**src/ldro_pkg.sv**
```systemverilog
// constants shared by the display link receiver and its per-pair lanes
// assumes a 25 MHz system clock and an 8-bit frame per pair per link clock
package ldro_pkg;

    localparam int CLK_NS     = 40;
    localparam int PAIRS      = 8;
    localparam int FRAME_BITS = 8;
    localparam int DATA_W     = 6;

    // register byte offsets
    localparam logic [3:0] OFS_CTRL   = 4'h0;
    localparam logic [3:0] OFS_STATUS = 4'h4;

    // control register fields, reset value low as if the pins were left open
    localparam int CB_PWR_ON = 0;
    localparam int CB_BAL    = 1;
    localparam int CB_DESKEW = 2;
    localparam int CB_POL    = 3;
    localparam int CB_PLL    = 4;
    localparam int CTRL_W    = 5;
    localparam logic [CTRL_W-1:0] CTRL_RST = 5'h00;

    // status register fields
    localparam int SB_MISSING   = 0;
    localparam int SB_DET_BAL   = 1;
    localparam int SB_MODE_BAL  = 2;
    localparam int SB_DESKEW_ON = 3;
    localparam int SB_SEL_LSB   = 8;

    // frame layout: bits 5:0 data, bit 6 inversion or legacy control, bit 7 control
    localparam int FB_INV = 6;
    localparam int FB_CTL = 7;
    localparam int CP_HS  = 0;
    localparam int CP_VS  = 1;
    localparam int CP_DE  = 2;
    localparam int CP_UA  = 3;
    localparam int CP_UB  = 4;

    // timing
    localparam int MISS_NS        = 1000;
    localparam int MISS_CYC       = MISS_NS / CLK_NS;
    localparam int BAL_HIGH_NS    = 160;
    localparam logic [3:0] BAL_HIGH_CYC = 4'(BAL_HIGH_NS / CLK_NS);
    localparam int STROBE_HIGH_NS = 160;
    localparam logic [2:0] STROBE_HIGH_CYC = 3'((STROBE_HIGH_NS + CLK_NS - 1) / CLK_NS);
    localparam logic [2:0] DESKEW_BLANK_MIN = 3'h4;

    // lane alignment choices and training pattern
    localparam logic [1:0] SEL_EARLY = 2'h0;
    localparam logic [1:0] SEL_NOM   = 2'h1;
    localparam logic [1:0] SEL_LATE  = 2'h2;
    localparam logic [DATA_W-1:0] DESKEW_PAT = 6'h07;

endpackage : ldro_pkg

```
**src/ldro_lane.sv**
```systemverilog
// one serial pair: shift register and a one-sample early/late alignment pick
// assumes its bit input is already synchronised to i_clock
`timescale 1ns/1ps
module ldro_lane
(
    input  wire logic       i_clock,
    input  wire logic       i_rst_n,
    input  wire logic       i_bit,
    input  wire logic       i_enable,
    input  wire logic       i_train,
    output logic [7:0]      o_word,
    output logic [1:0]      o_sel
);

    logic [9:0] sh_q;
    logic [1:0] sel_q;
    logic [1:0] sel_d;
    wire        m_early = (sh_q[7:2] == ldro_pkg::DESKEW_PAT);
    wire        m_nom   = (sh_q[6:1] == ldro_pkg::DESKEW_PAT);
    wire        m_late  = (sh_q[5:0] == ldro_pkg::DESKEW_PAT);

    // window pick: nominal word is one sample behind the newest
    assign o_word = (sel_q == ldro_pkg::SEL_EARLY) ? sh_q[9:2] :
                    (sel_q == ldro_pkg::SEL_LATE)  ? sh_q[7:0] : sh_q[8:1];
    assign o_sel  = sel_q;

    // nominal wins a tie so a clean link never drifts off centre
    assign sel_d = !i_enable          ? ldro_pkg::SEL_NOM :
                   !i_train           ? sel_q :
                   m_nom              ? ldro_pkg::SEL_NOM :
                   m_early            ? ldro_pkg::SEL_EARLY :
                   m_late             ? ldro_pkg::SEL_LATE : sel_q;

    // shift every cycle, msb of the frame first
    always_ff @(posedge i_clock)
    begin
        if (!i_rst_n)
        begin
            sh_q  <= 10'h000;
            sel_q <= ldro_pkg::SEL_NOM;
        end
        else
        begin
            sh_q  <= {sh_q[8:0], i_bit};
            sel_q <= sel_d;
        end
    end
endmodule : ldro_lane

```
**src/ldro_receiver.sv**
```systemverilog
// display link receiver: pin sampling, frame capture, decode, parallel outputs
// assumes link pins are asynchronous and the Avalon master obeys waitrequest
`timescale 1ns/1ps
module ldro_receiver
#(
    parameter int MISS_CYC = ldro_pkg::MISS_CYC
)
(
    input  wire logic        i_clock,
    input  wire logic        i_rst_n,
    input  wire logic [7:0]  i_serial_data_pos,
    input  wire logic [7:0]  i_serial_data_neg,
    input  wire logic        i_link_clock_pos,
    input  wire logic        i_link_clock_neg,
    input  wire logic [3:0]  i_avs_address,
    input  wire logic        i_avs_read,
    input  wire logic        i_avs_write,
    input  wire logic [31:0] i_avs_writedata,
    input  wire logic [3:0]  i_avs_byteenable,
    output logic [31:0]      o_avs_readdata,
    output logic             o_avs_waitrequest,
    output logic [15:0]      o_red_out,
    output logic [15:0]      o_green_out,
    output logic [15:0]      o_blue_out,
    output logic             o_line_pulse,
    output logic             o_first_line_marker,
    output logic             o_pixel_valid,
    output logic             o_user_control_a,
    output logic             o_user_control_b,
    output logic             o_parallel_strobe_clock,
    output logic             o_clock_missing
);

    localparam int NP = ldro_pkg::PAIRS;

    if (MISS_CYC < 2 || MISS_CYC > 31)
    begin : g_bad_miss
        $error("MISS_CYC must lie in 2..31");
    end

    // two-stage synchroniser for all link pins
    logic [2*NP+1:0] meta_q;
    logic [2*NP+1:0] sync_q;
    always_ff @(posedge i_clock)
    begin
        if (!i_rst_n)
        begin
            meta_q <= '0;
            sync_q <= '0;
        end
        else
        begin
            meta_q <= {i_link_clock_pos, i_link_clock_neg,
                       i_serial_data_pos, i_serial_data_neg};
            sync_q <= meta_q;
        end
    end

    // fail-safe inputs sit both high, which decodes as a low bit and no clock
    wire [NP-1:0] link_bits = sync_q[2*NP-1:NP] & ~sync_q[NP-1:0];
    wire          link_clk  = sync_q[2*NP+1] & ~sync_q[2*NP];

    logic              clk_prev_q;
    logic [4:0]        miss_cnt_q;
    logic              miss_q;
    logic [3:0]        hi_cnt_q;
    logic              det_bal_q;
    logic              cap_q;
    logic [2:0]        blank_cnt_q;
    logic [ldro_pkg::CTRL_W-1:0] ctrl_q;
    wire               link_edge = link_clk & ~clk_prev_q;

    // control register fields
    wire pwr_on     = ctrl_q[ldro_pkg::CB_PWR_ON];
    wire bal_sel    = ctrl_q[ldro_pkg::CB_BAL];
    wire deskew_sel = ctrl_q[ldro_pkg::CB_DESKEW];
    wire pol_sel    = ctrl_q[ldro_pkg::CB_POL];
    wire mode_bal   = bal_sel & det_bal_q;
    wire deskew_on  = deskew_sel & mode_bal;

    // clock watchdog and high-phase measure
    always_ff @(posedge i_clock)
    begin
        if (!i_rst_n)
        begin
            clk_prev_q <= 1'b0;
            miss_cnt_q <= 5'h00;
            miss_q     <= 1'b1;
            hi_cnt_q   <= 4'h0;
            det_bal_q  <= 1'b0;
            cap_q      <= 1'b0;
        end
        else
        begin
            clk_prev_q <= link_clk;
            cap_q      <= link_edge & ~miss_q;
            if (link_edge)
            begin
                miss_cnt_q <= 5'h00;
                miss_q     <= 1'b0;
                hi_cnt_q   <= 4'h1;
                if (!miss_q)
                    det_bal_q <= (hi_cnt_q <= ldro_pkg::BAL_HIGH_CYC);
            end
            else
            begin
                if (miss_cnt_q == 5'(MISS_CYC - 1))
                    miss_q <= 1'b1;
                else
                    miss_cnt_q <= miss_cnt_q + 5'h01;
                if (link_clk && hi_cnt_q != 4'hF)
                    hi_cnt_q <= hi_cnt_q + 4'h1;
            end
        end
    end

    // lanes and decode
    logic [7:0]      word [NP];
    logic [2*NP-1:0] sel_flat;
    logic [47:0]     colour;
    wire             train;
    for (genvar p = 0; p < NP; p++)
    begin : g_lane
        ldro_lane u_lane
        (
            .i_clock  (i_clock),
            .i_rst_n  (i_rst_n),
            .i_bit    (link_bits[p]),
            .i_enable (deskew_on),
            .i_train  (train),
            .o_word   (word[p]),
            .o_sel    (sel_flat[2*p +: 2])
        );
        // balanced frames may arrive inverted, flagged in bit 6
        assign colour[ldro_pkg::DATA_W*p +: ldro_pkg::DATA_W] =
            word[p][ldro_pkg::DATA_W-1:0]
            ^ {ldro_pkg::DATA_W{mode_bal & word[p][ldro_pkg::FB_INV]}};
    end

    // control bits sit in bit 7 when balanced, bit 6 when legacy
    wire [4:0] ctl_bal = {word[ldro_pkg::CP_UB][ldro_pkg::FB_CTL],
                          word[ldro_pkg::CP_UA][ldro_pkg::FB_CTL],
                          word[ldro_pkg::CP_DE][ldro_pkg::FB_CTL],
                          word[ldro_pkg::CP_VS][ldro_pkg::FB_CTL],
                          word[ldro_pkg::CP_HS][ldro_pkg::FB_CTL]};
    wire [4:0] ctl_leg = {2'b00,
                          word[ldro_pkg::CP_DE][ldro_pkg::FB_INV],
                          word[ldro_pkg::CP_VS][ldro_pkg::FB_INV],
                          word[ldro_pkg::CP_HS][ldro_pkg::FB_INV]};
    wire [4:0] ctl        = mode_bal ? ctl_bal : ctl_leg;
    wire       pix_active = pol_sel ? ctl[ldro_pkg::CP_DE] : ~ctl[ldro_pkg::CP_DE];

    // training only once enough blanking frames have gone by
    assign train = cap_q & deskew_on & ~pix_active
                   & (blank_cnt_q >= ldro_pkg::DESKEW_BLANK_MIN - 3'h1);

    always_ff @(posedge i_clock)
    begin
        if (!i_rst_n || !deskew_on)
            blank_cnt_q <= 3'h0;
        else if (cap_q)
            blank_cnt_q <= pix_active ? 3'h0 :
                           (blank_cnt_q == 3'h7) ? blank_cnt_q : blank_cnt_q + 3'h1;
    end

    // parallel outputs: load on capture, strobe falls mid-period
    logic [2:0] strobe_cnt_q;
    always_ff @(posedge i_clock)
    begin
        if (!i_rst_n || !pwr_on)
        begin
            {o_blue_out, o_green_out, o_red_out} <= 48'h0;
            {o_user_control_b, o_user_control_a, o_pixel_valid,
             o_first_line_marker, o_line_pulse} <= 5'h00;
            o_parallel_strobe_clock <= 1'b1;
            strobe_cnt_q            <= 3'h0;
        end
        else if (cap_q)
        begin
            {o_blue_out, o_green_out, o_red_out} <= colour;
            o_line_pulse            <= ctl[ldro_pkg::CP_HS];
            o_first_line_marker     <= ctl[ldro_pkg::CP_VS];
            o_pixel_valid           <= pix_active;
            o_user_control_a        <= ctl[ldro_pkg::CP_UA];
            o_user_control_b        <= ctl[ldro_pkg::CP_UB];
            o_parallel_strobe_clock <= 1'b1;
            strobe_cnt_q            <= 3'h0;
        end
        else if (o_parallel_strobe_clock)
        begin
            // without a capture the strobe falls after STROBE_HIGH_CYC cycles high, then stays low, and data holds
            if (strobe_cnt_q == ldro_pkg::STROBE_HIGH_CYC - 3'h1)
                o_parallel_strobe_clock <= 1'b0;
            else
                strobe_cnt_q <= strobe_cnt_q + 3'h1;
        end
    end

    assign o_clock_missing = miss_q;

    // Avalon slave: one wait state, read data registered
    logic ack_q;
    logic [31:0] status_w;
    wire req      = i_avs_read | i_avs_write;
    wire hit_ctrl = (i_avs_address == ldro_pkg::OFS_CTRL);
    wire hit_stat = (i_avs_address == ldro_pkg::OFS_STATUS);
    wire wr_ctrl  = i_avs_write & ack_q & hit_ctrl & i_avs_byteenable[0];
    assign o_avs_waitrequest = req & ~ack_q;

    always_comb
    begin
        status_w                               = 32'h0;
        status_w[ldro_pkg::SB_MISSING]         = miss_q;
        status_w[ldro_pkg::SB_DET_BAL]         = det_bal_q;
        status_w[ldro_pkg::SB_MODE_BAL]        = mode_bal;
        status_w[ldro_pkg::SB_DESKEW_ON]       = deskew_on;
        status_w[ldro_pkg::SB_SEL_LSB +: 2*NP] = sel_flat;
    end

    wire [31:0] rd_mux = hit_ctrl ? {27'h0, ctrl_q} :
                         hit_stat ? status_w : 32'h0;

    always_ff @(posedge i_clock)
    begin
        if (!i_rst_n)
        begin
            ack_q          <= 1'b0;
            o_avs_readdata <= 32'h0;
            ctrl_q         <= ldro_pkg::CTRL_RST;
        end
        else
        begin
            ack_q <= req & ~ack_q;
            if (i_avs_read && !ack_q)
                o_avs_readdata <= rd_mux;
            if (wr_ctrl)
                ctrl_q <= i_avs_writedata[ldro_pkg::CTRL_W-1:0];
        end
    end
endmodule : ldro_receiver

```
**config.mk**
```make
export PLATFORM = sky130hd
export DESIGN_NAME = ldro_receiver
export DESIGN_NICKNAME = d
export VERILOG_FILES = /design/src/ldro_pkg.sv /design/src/ldro_lane.sv /design/src/ldro_receiver.sv
export SDC_FILE = /design/constraint.sdc
export NUM_CORES = 1
export LEC_CHECK = 0
export CORE_MARGIN = 2
export CORE_UTILIZATION = 30
export DETAILED_ROUTE_END_ITERATION = 10
export DONT_BUFFER_PORTS = 1
export PLACE_DENSITY = 0.46
export SYNTH_ARGS = -nofsm -noshare
export SYNTH_HDL_FRONTEND = slang
export SYNTH_HIERARCHICAL = 1
export SYNTH_SLANG_ARGS = --single-unit
```
**constraint.sdc**
```tcl
create_clock -name i_clock -period 3.7 [get_ports i_clock]
set_input_delay 0.185 -clock i_clock [delete_from_list [all_inputs] [get_ports i_clock]]
set_output_delay 0.185 -clock i_clock [all_outputs]
set_load 0.05 [all_outputs]
```
Yosys cells after proc, flatten, opt, wreduce, memory -nomap -nowiden --
Index checks and enable logic that the tools add are counted.
Storage, ports and cells: flip-flop bits (word level) 240, input bits 62, output and inout bits 88, word-level logic and storage cells 215
Cells by class: add/sub/neg operators 4, magnitude comparators 2, equality and inequality tests 38, muxes and demuxes 52, bitwise logic cells 39, reductions and logical operators 41
Operators by type and width (count):
- equality test 6 x 3 -> 1 bit, second input constant | 24
- 2-to-1 mux 8 bit | 10
- 2-to-1 mux 2 bit | 24
- 2-to-1 mux 24 bit | 2
- bitwise XOR 6 bit | 8
- 2-to-1 mux 7 bit | 6
- AND reduction 2 bit | 12
- nonzero test 3 bit | 8
- bitwise AND 1 bit | 20
- equality test 2 bit, second input constant | 8
- zero test 2 bit | 8
- bitwise AND 8 bit | 1
- inverter 1 bit | 8
- inverter 8 bit | 1
- 2-to-1 mux 1 bit | 7
- adder 3 x 1 -> 3 bit, second input constant | 2
- 2-to-1 mux 3 bit | 2
- adder 5 x 1 -> 5 bit, second input constant | 1
- equality test 5 bit, second input constant | 1
- 2-to-1 mux 5 bit | 1
- adder 4 x 1 -> 4 bit, second input constant | 1
- equality test 4 x 3 -> 1 bit, second input constant | 1
- <= comparator 4 x 3 -> 1 bit, second input constant | 1
- zero test 1 bit | 4
- 11 further kinds | 15

Logic depth before layout (Yosys ltp) --
depth after elaboration 10, gate-level depth with buffers 9, gate-level depth less buffers 8

By module --
Netlist, hierarchy kept.
By module, submodules not included:
- ldro_receiver | instances 1, cells each 537, area each 5226.3 um^2, seq. area each 2722.6 um^2
- ldro_lane | instances 8, cells each 61, area each 568.0 um^2, seq. area each 240.2 um^2

Worst setup path before layout --
OpenSTA, ideal clock, no wires.
path type reg2reg, from register g_lane[2].u_lane.sel_q[1], to register g_lane[0].u_lane.sel_q[0], library setup time 82 ps, arrival time 2586 ps, data required time 3618 ps, slack 1032 ps, stages on the path, launching flop included 10, buffers on the path 1, clock period less this slack 2668 ps, path through dfxtp_1 -> buf_2 -> mux2i_1 -> o21ai_0 -> mux2i_1 -> xnor2_1 -> and4_1 -> nand3b_4 -> or4b_1 -> o2111ai_1
On the way: cells in the longest elaborated chain, start to end 10, elaborated cells between the ends (all ways) 11, those cells by class eq/ne: 1; mux: 4; bitwise: 4; reduce/logical: 2
Ends and longest elaborated chain:
- start: declaration | RTL line ldro_lane.sv:16 | logic [1:0] sel_q;
- start signal: assignment | RTL line ldro_lane.sv:40 | sel_q <= ldro_pkg::SEL_NOM;
- start signal: assignment | RTL line ldro_lane.sv:45 | sel_q <= sel_d;
- equality test 2 bit | RTL line ldro_lane.sv:24 | (sel_q == ldro_pkg::SEL_LATE) ? sh_q[7:0] : sh_q[8:1];
- 2-to-1 mux 8 bit | RTL line ldro_lane.sv:24
- 2-to-1 mux 8 bit * | RTL line ldro_lane.sv:23 | assign o_word = (sel_q == ldro_pkg::SEL_EARLY) ? sh_q[9:2] :
- named net ctl_leg[2] | RTL line ldro_receiver.sv:146 | wire [4:0] ctl_leg = {2'b00,
- 2-to-1 mux 5 bit * | RTL line ldro_receiver.sv:150 | wire [4:0] ctl = mode_bal ? ctl_bal : ctl_leg;
- inverter 1 bit | RTL line ldro_receiver.sv:151 | wire pix_active = pol_sel ? ctl[ldro_pkg::CP_DE] : ~ctl[ldro_pkg::CP_DE];
- 2-to-1 mux 1 bit * | RTL line ldro_receiver.sv:151
- inverter 1 bit * | RTL line ldro_receiver.sv:154 | assign train = cap_q & deskew_on & ~pix_active
- bitwise AND 1 bit * | RTL line ldro_receiver.sv:154
- bitwise AND 1 bit * | RTL line ldro_receiver.sv:155 | & (blank_cnt_q >= ldro_pkg::DESKEW_BLANK_MIN - 3'h1);
- named net train | RTL line ldro_receiver.sv:121 | wire train;
- AND reduction 2 bit (no source line) *
- end signal: assignment | RTL line ldro_lane.sv:40
- end signal: assignment | RTL line ldro_lane.sv:45
- end: declaration | RTL line ldro_lane.sv:16
Mark *: on every way through the listed nets, which the timed path passes. The rest lies on a longest branch. A chain may end at the register's enable or synchronous reset.

Final worst setup path --
from register g_lane[2].u_lane.sel_q[1], to register g_lane[5].u_lane.sel_q[1]
On the way: cells in the longest elaborated chain, start to end 10, elaborated cells between the ends (all ways) 11, those cells by class eq/ne: 1; mux: 4; bitwise: 4; reduce/logical: 2
Ends and longest elaborated chain (RTL line):
- equality test 2 bit | ldro_lane.sv:24
- 2-to-1 mux 8 bit | ldro_lane.sv:24
- 2-to-1 mux 8 bit * | ldro_lane.sv:23
- named net ctl_leg[2] | ldro_receiver.sv:146
- 2-to-1 mux 5 bit * | ldro_receiver.sv:150
- inverter 1 bit | ldro_receiver.sv:151
- 2-to-1 mux 1 bit * | ldro_receiver.sv:151
- inverter 1 bit * | ldro_receiver.sv:154
- bitwise AND 1 bit * | ldro_receiver.sv:154
- bitwise AND 1 bit * | ldro_receiver.sv:155
- named net train | ldro_receiver.sv:121
- AND reduction 2 bit (no source line) *
- end signal: assignment | ldro_lane.sv:40
- end signal: assignment | ldro_lane.sv:45
- end: declaration | ldro_lane.sv:16
Marked as above.

==> metrics.cfg <==
[layout]
utilization_pct = 35.2
fin_area_um2 = 11100
final_nets = 1091
drive_above_1_share_pct = 7.02
n_fill_cell = 3207
area_growth_pct = 15.4
n_antenna_cell = 0

[timing]
tightest_slew_ps = 1070
setup_tns_ps = 0
slew_headroom_pct = 28.6
fmax_mhz = 353
holdWs_ps = 6.91
clock_skew_ps = 8.12
rsz0062_at_grt = false
slew_violations = 0
hold_viol_final = 0
post-route-period-util_pct = 76.6
min_period_ps = 2830
setup_viol = 0

[pwr]
vdd_drop_max_uv = 369
finalPower_w = 0.00535
power.density_nw_per_um2 = 481
leakagePower_nw = 4.02

[status]
outcome = finished, final reports clean

[global_routing]
grt_util_all_layers_pct = 13.1
grt_pass1_wl_um = 35400
antenna_found_initial = 0
grt-ovfl-total = 0
grt_max_degree = 164
first_global_vias = 6365

[run]
maxCapViolCount = 0

[cts]
root_buffer = clkbuf_16
cts_made_buffers = 28
clock_path_buffers = 3
htree_levels = 1
cts_tree = yes
cts_sinks = 229
post_cts_buffers = 0
clkTransAtPathRegs_ps = 60
clkLatencyLatePin_ps = 530

[placement]
dpl-instance-area_um2 = 9940
gp_congestion = 0.697
portBuffers = 0
dp_hpwl_um = 13900

[setup_path]
crit_chain = buf_4 > mux2i_1 > o21ai_0 > mux2i_1 > xnor2_1 > and4_1 > buf_4 > nand3b_4 > a2111oi_0 > and4b_1
path_max_fanout = 10
cp_slowest_cell = and4_1
worst-path-buf-inv = 2
cpPeakStageDelay_ps = 410
start_kind = flip-flop
cp.arrival_ps = 3250
crit_type = reg2reg
cp.required_ps = 4120
cp-end-kind = flip-flop
cpLargestDelayFamily = simple AND/OR/NAND/NOR gates

[route]
route.vias.total = 6685
wire_per_inst_um = 15.3
drtIter0Drc = 351
drcViolationCount = 0
first_pass_iters = 4
via_per_inst = 4.64
routed_wl_um = 22100
ant_nets = 0

[die]
die_area_um2 = 33600
core-area_um2 = 31600
rows = 65
die_y_um = 183
initial_utilization_pct = 30.5
die-width_um = 183
ios = 150

[yosys]
syn_avg_cell_area_um2 = 9.54
ys_warn_count = 6
synth_cells = 1010
synthesis.area_um2 = 9640

[min_path]
min_path_type = in2reg

[layout make-up]
| cell class | count | area (um2) | area share [%] |
|---|---|---|---|
| clock inverter | 8 | 92.6 | 0.833 |
| multi-input combinational | 714 | 4740 | 42.6 |
| timing repair buffer | 32 | 320 | 2.88 |
| clock buffer | 42 | 825 | 7.41 |
| tap | 402 | 503 | 4.52 |
| sequential | 229 | 4580 | 41.2 |
| inverter | 15 | 56.3 | 0.506 |
[worst reg2reg max path: cells and delay by family, from the launching register on]
kind	cells	cell delay, ps
compound gates	2	490
flops	1	300
mux	2	460
buf+inv	2	530
xor+xnor	1	170
simple gates	3	780
[cells in the final DEF (no fill, tap or decap), drive strengths merged, types with 9 or more instances in the layout]
cell,n
dfxtp,229
nand2,130
o21ai,123
and2,118
mux2i,77
xor2,50
clkbuf,42
nor2b,36
dlygate4sd3,24
nor2,20
a22oi,16
inv,15
nand2b,12
conb,11
and4b,10
nor3,10
ha,9
[registers in the layout (all words and copies together) (netlist names), 3 cells and up]
| register | count |
|---|---|
| g_lane.u_lane/sh_q | 77 |
| o_avs_readdata | 21 |
| meta_q | 18 |
| sync_q | 18 |
| g_lane.u_lane/o_sel | 16 |
| o_blue_out | 16 |
| o_green_out | 16 |
| o_red_out | 16 |
| ctrl_q | 5 |
| miss_cnt_q | 5 |
| hi_cnt_q | 4 |
| blank_cnt_q | 3 |
| strobe_cnt_q | 3 |
[stage by stage]
stage | cells | worst slack (ps)
after global routing | 1442 | 646
final | 1442 | 865
after detailed placement | 1367 | 879
after CTS | 1442 | 862
after global placement | 1367 | 907
after floorplan | 1020 | 1030
[report_power, final]
group | switching [W] | total, W | internal, W
clock | 0.00102 | 0.00268 | 0.00167
combinational | 0.0000901 | 0.000145 | 0.0000550
sequential | 0.0000252 | 0.00252 | 0.00250
[what timing repair did]
action	CTS	global route
resized for setup	0	0
hold buffers	25	0
endpoints found under the hold margin	165	0
[final timing paths]
check	cells after the start	start	slack [ps]	endpoint
worst max-delay path	10	g_lane[2].u_lane/o_sel[1]	870	g_lane[5].u_lane/o_sel[1]
worst min-delay path	2	i_rst_n	7	miss_cnt_q[1]
worst max register to register	10	g_lane[2].u_lane/o_sel[1]	870	g_lane[5].u_lane/o_sel[1]
worst min register to register	1	meta_q[15]	430	sync_q[15]
[routing by layer]
layer	wire length (um)	part of all wire, %	track usage (%)	up-vias
met5	0	0	0	-
met4	442	2.0	3.74	0
met3	1170	5.3	3.06	32
met2	9760	44	20.9	128
met1	10700	49	17.8	3078
li1	-	-	-	3447
No activity file was read; power rests on OpenSTA's default activity.
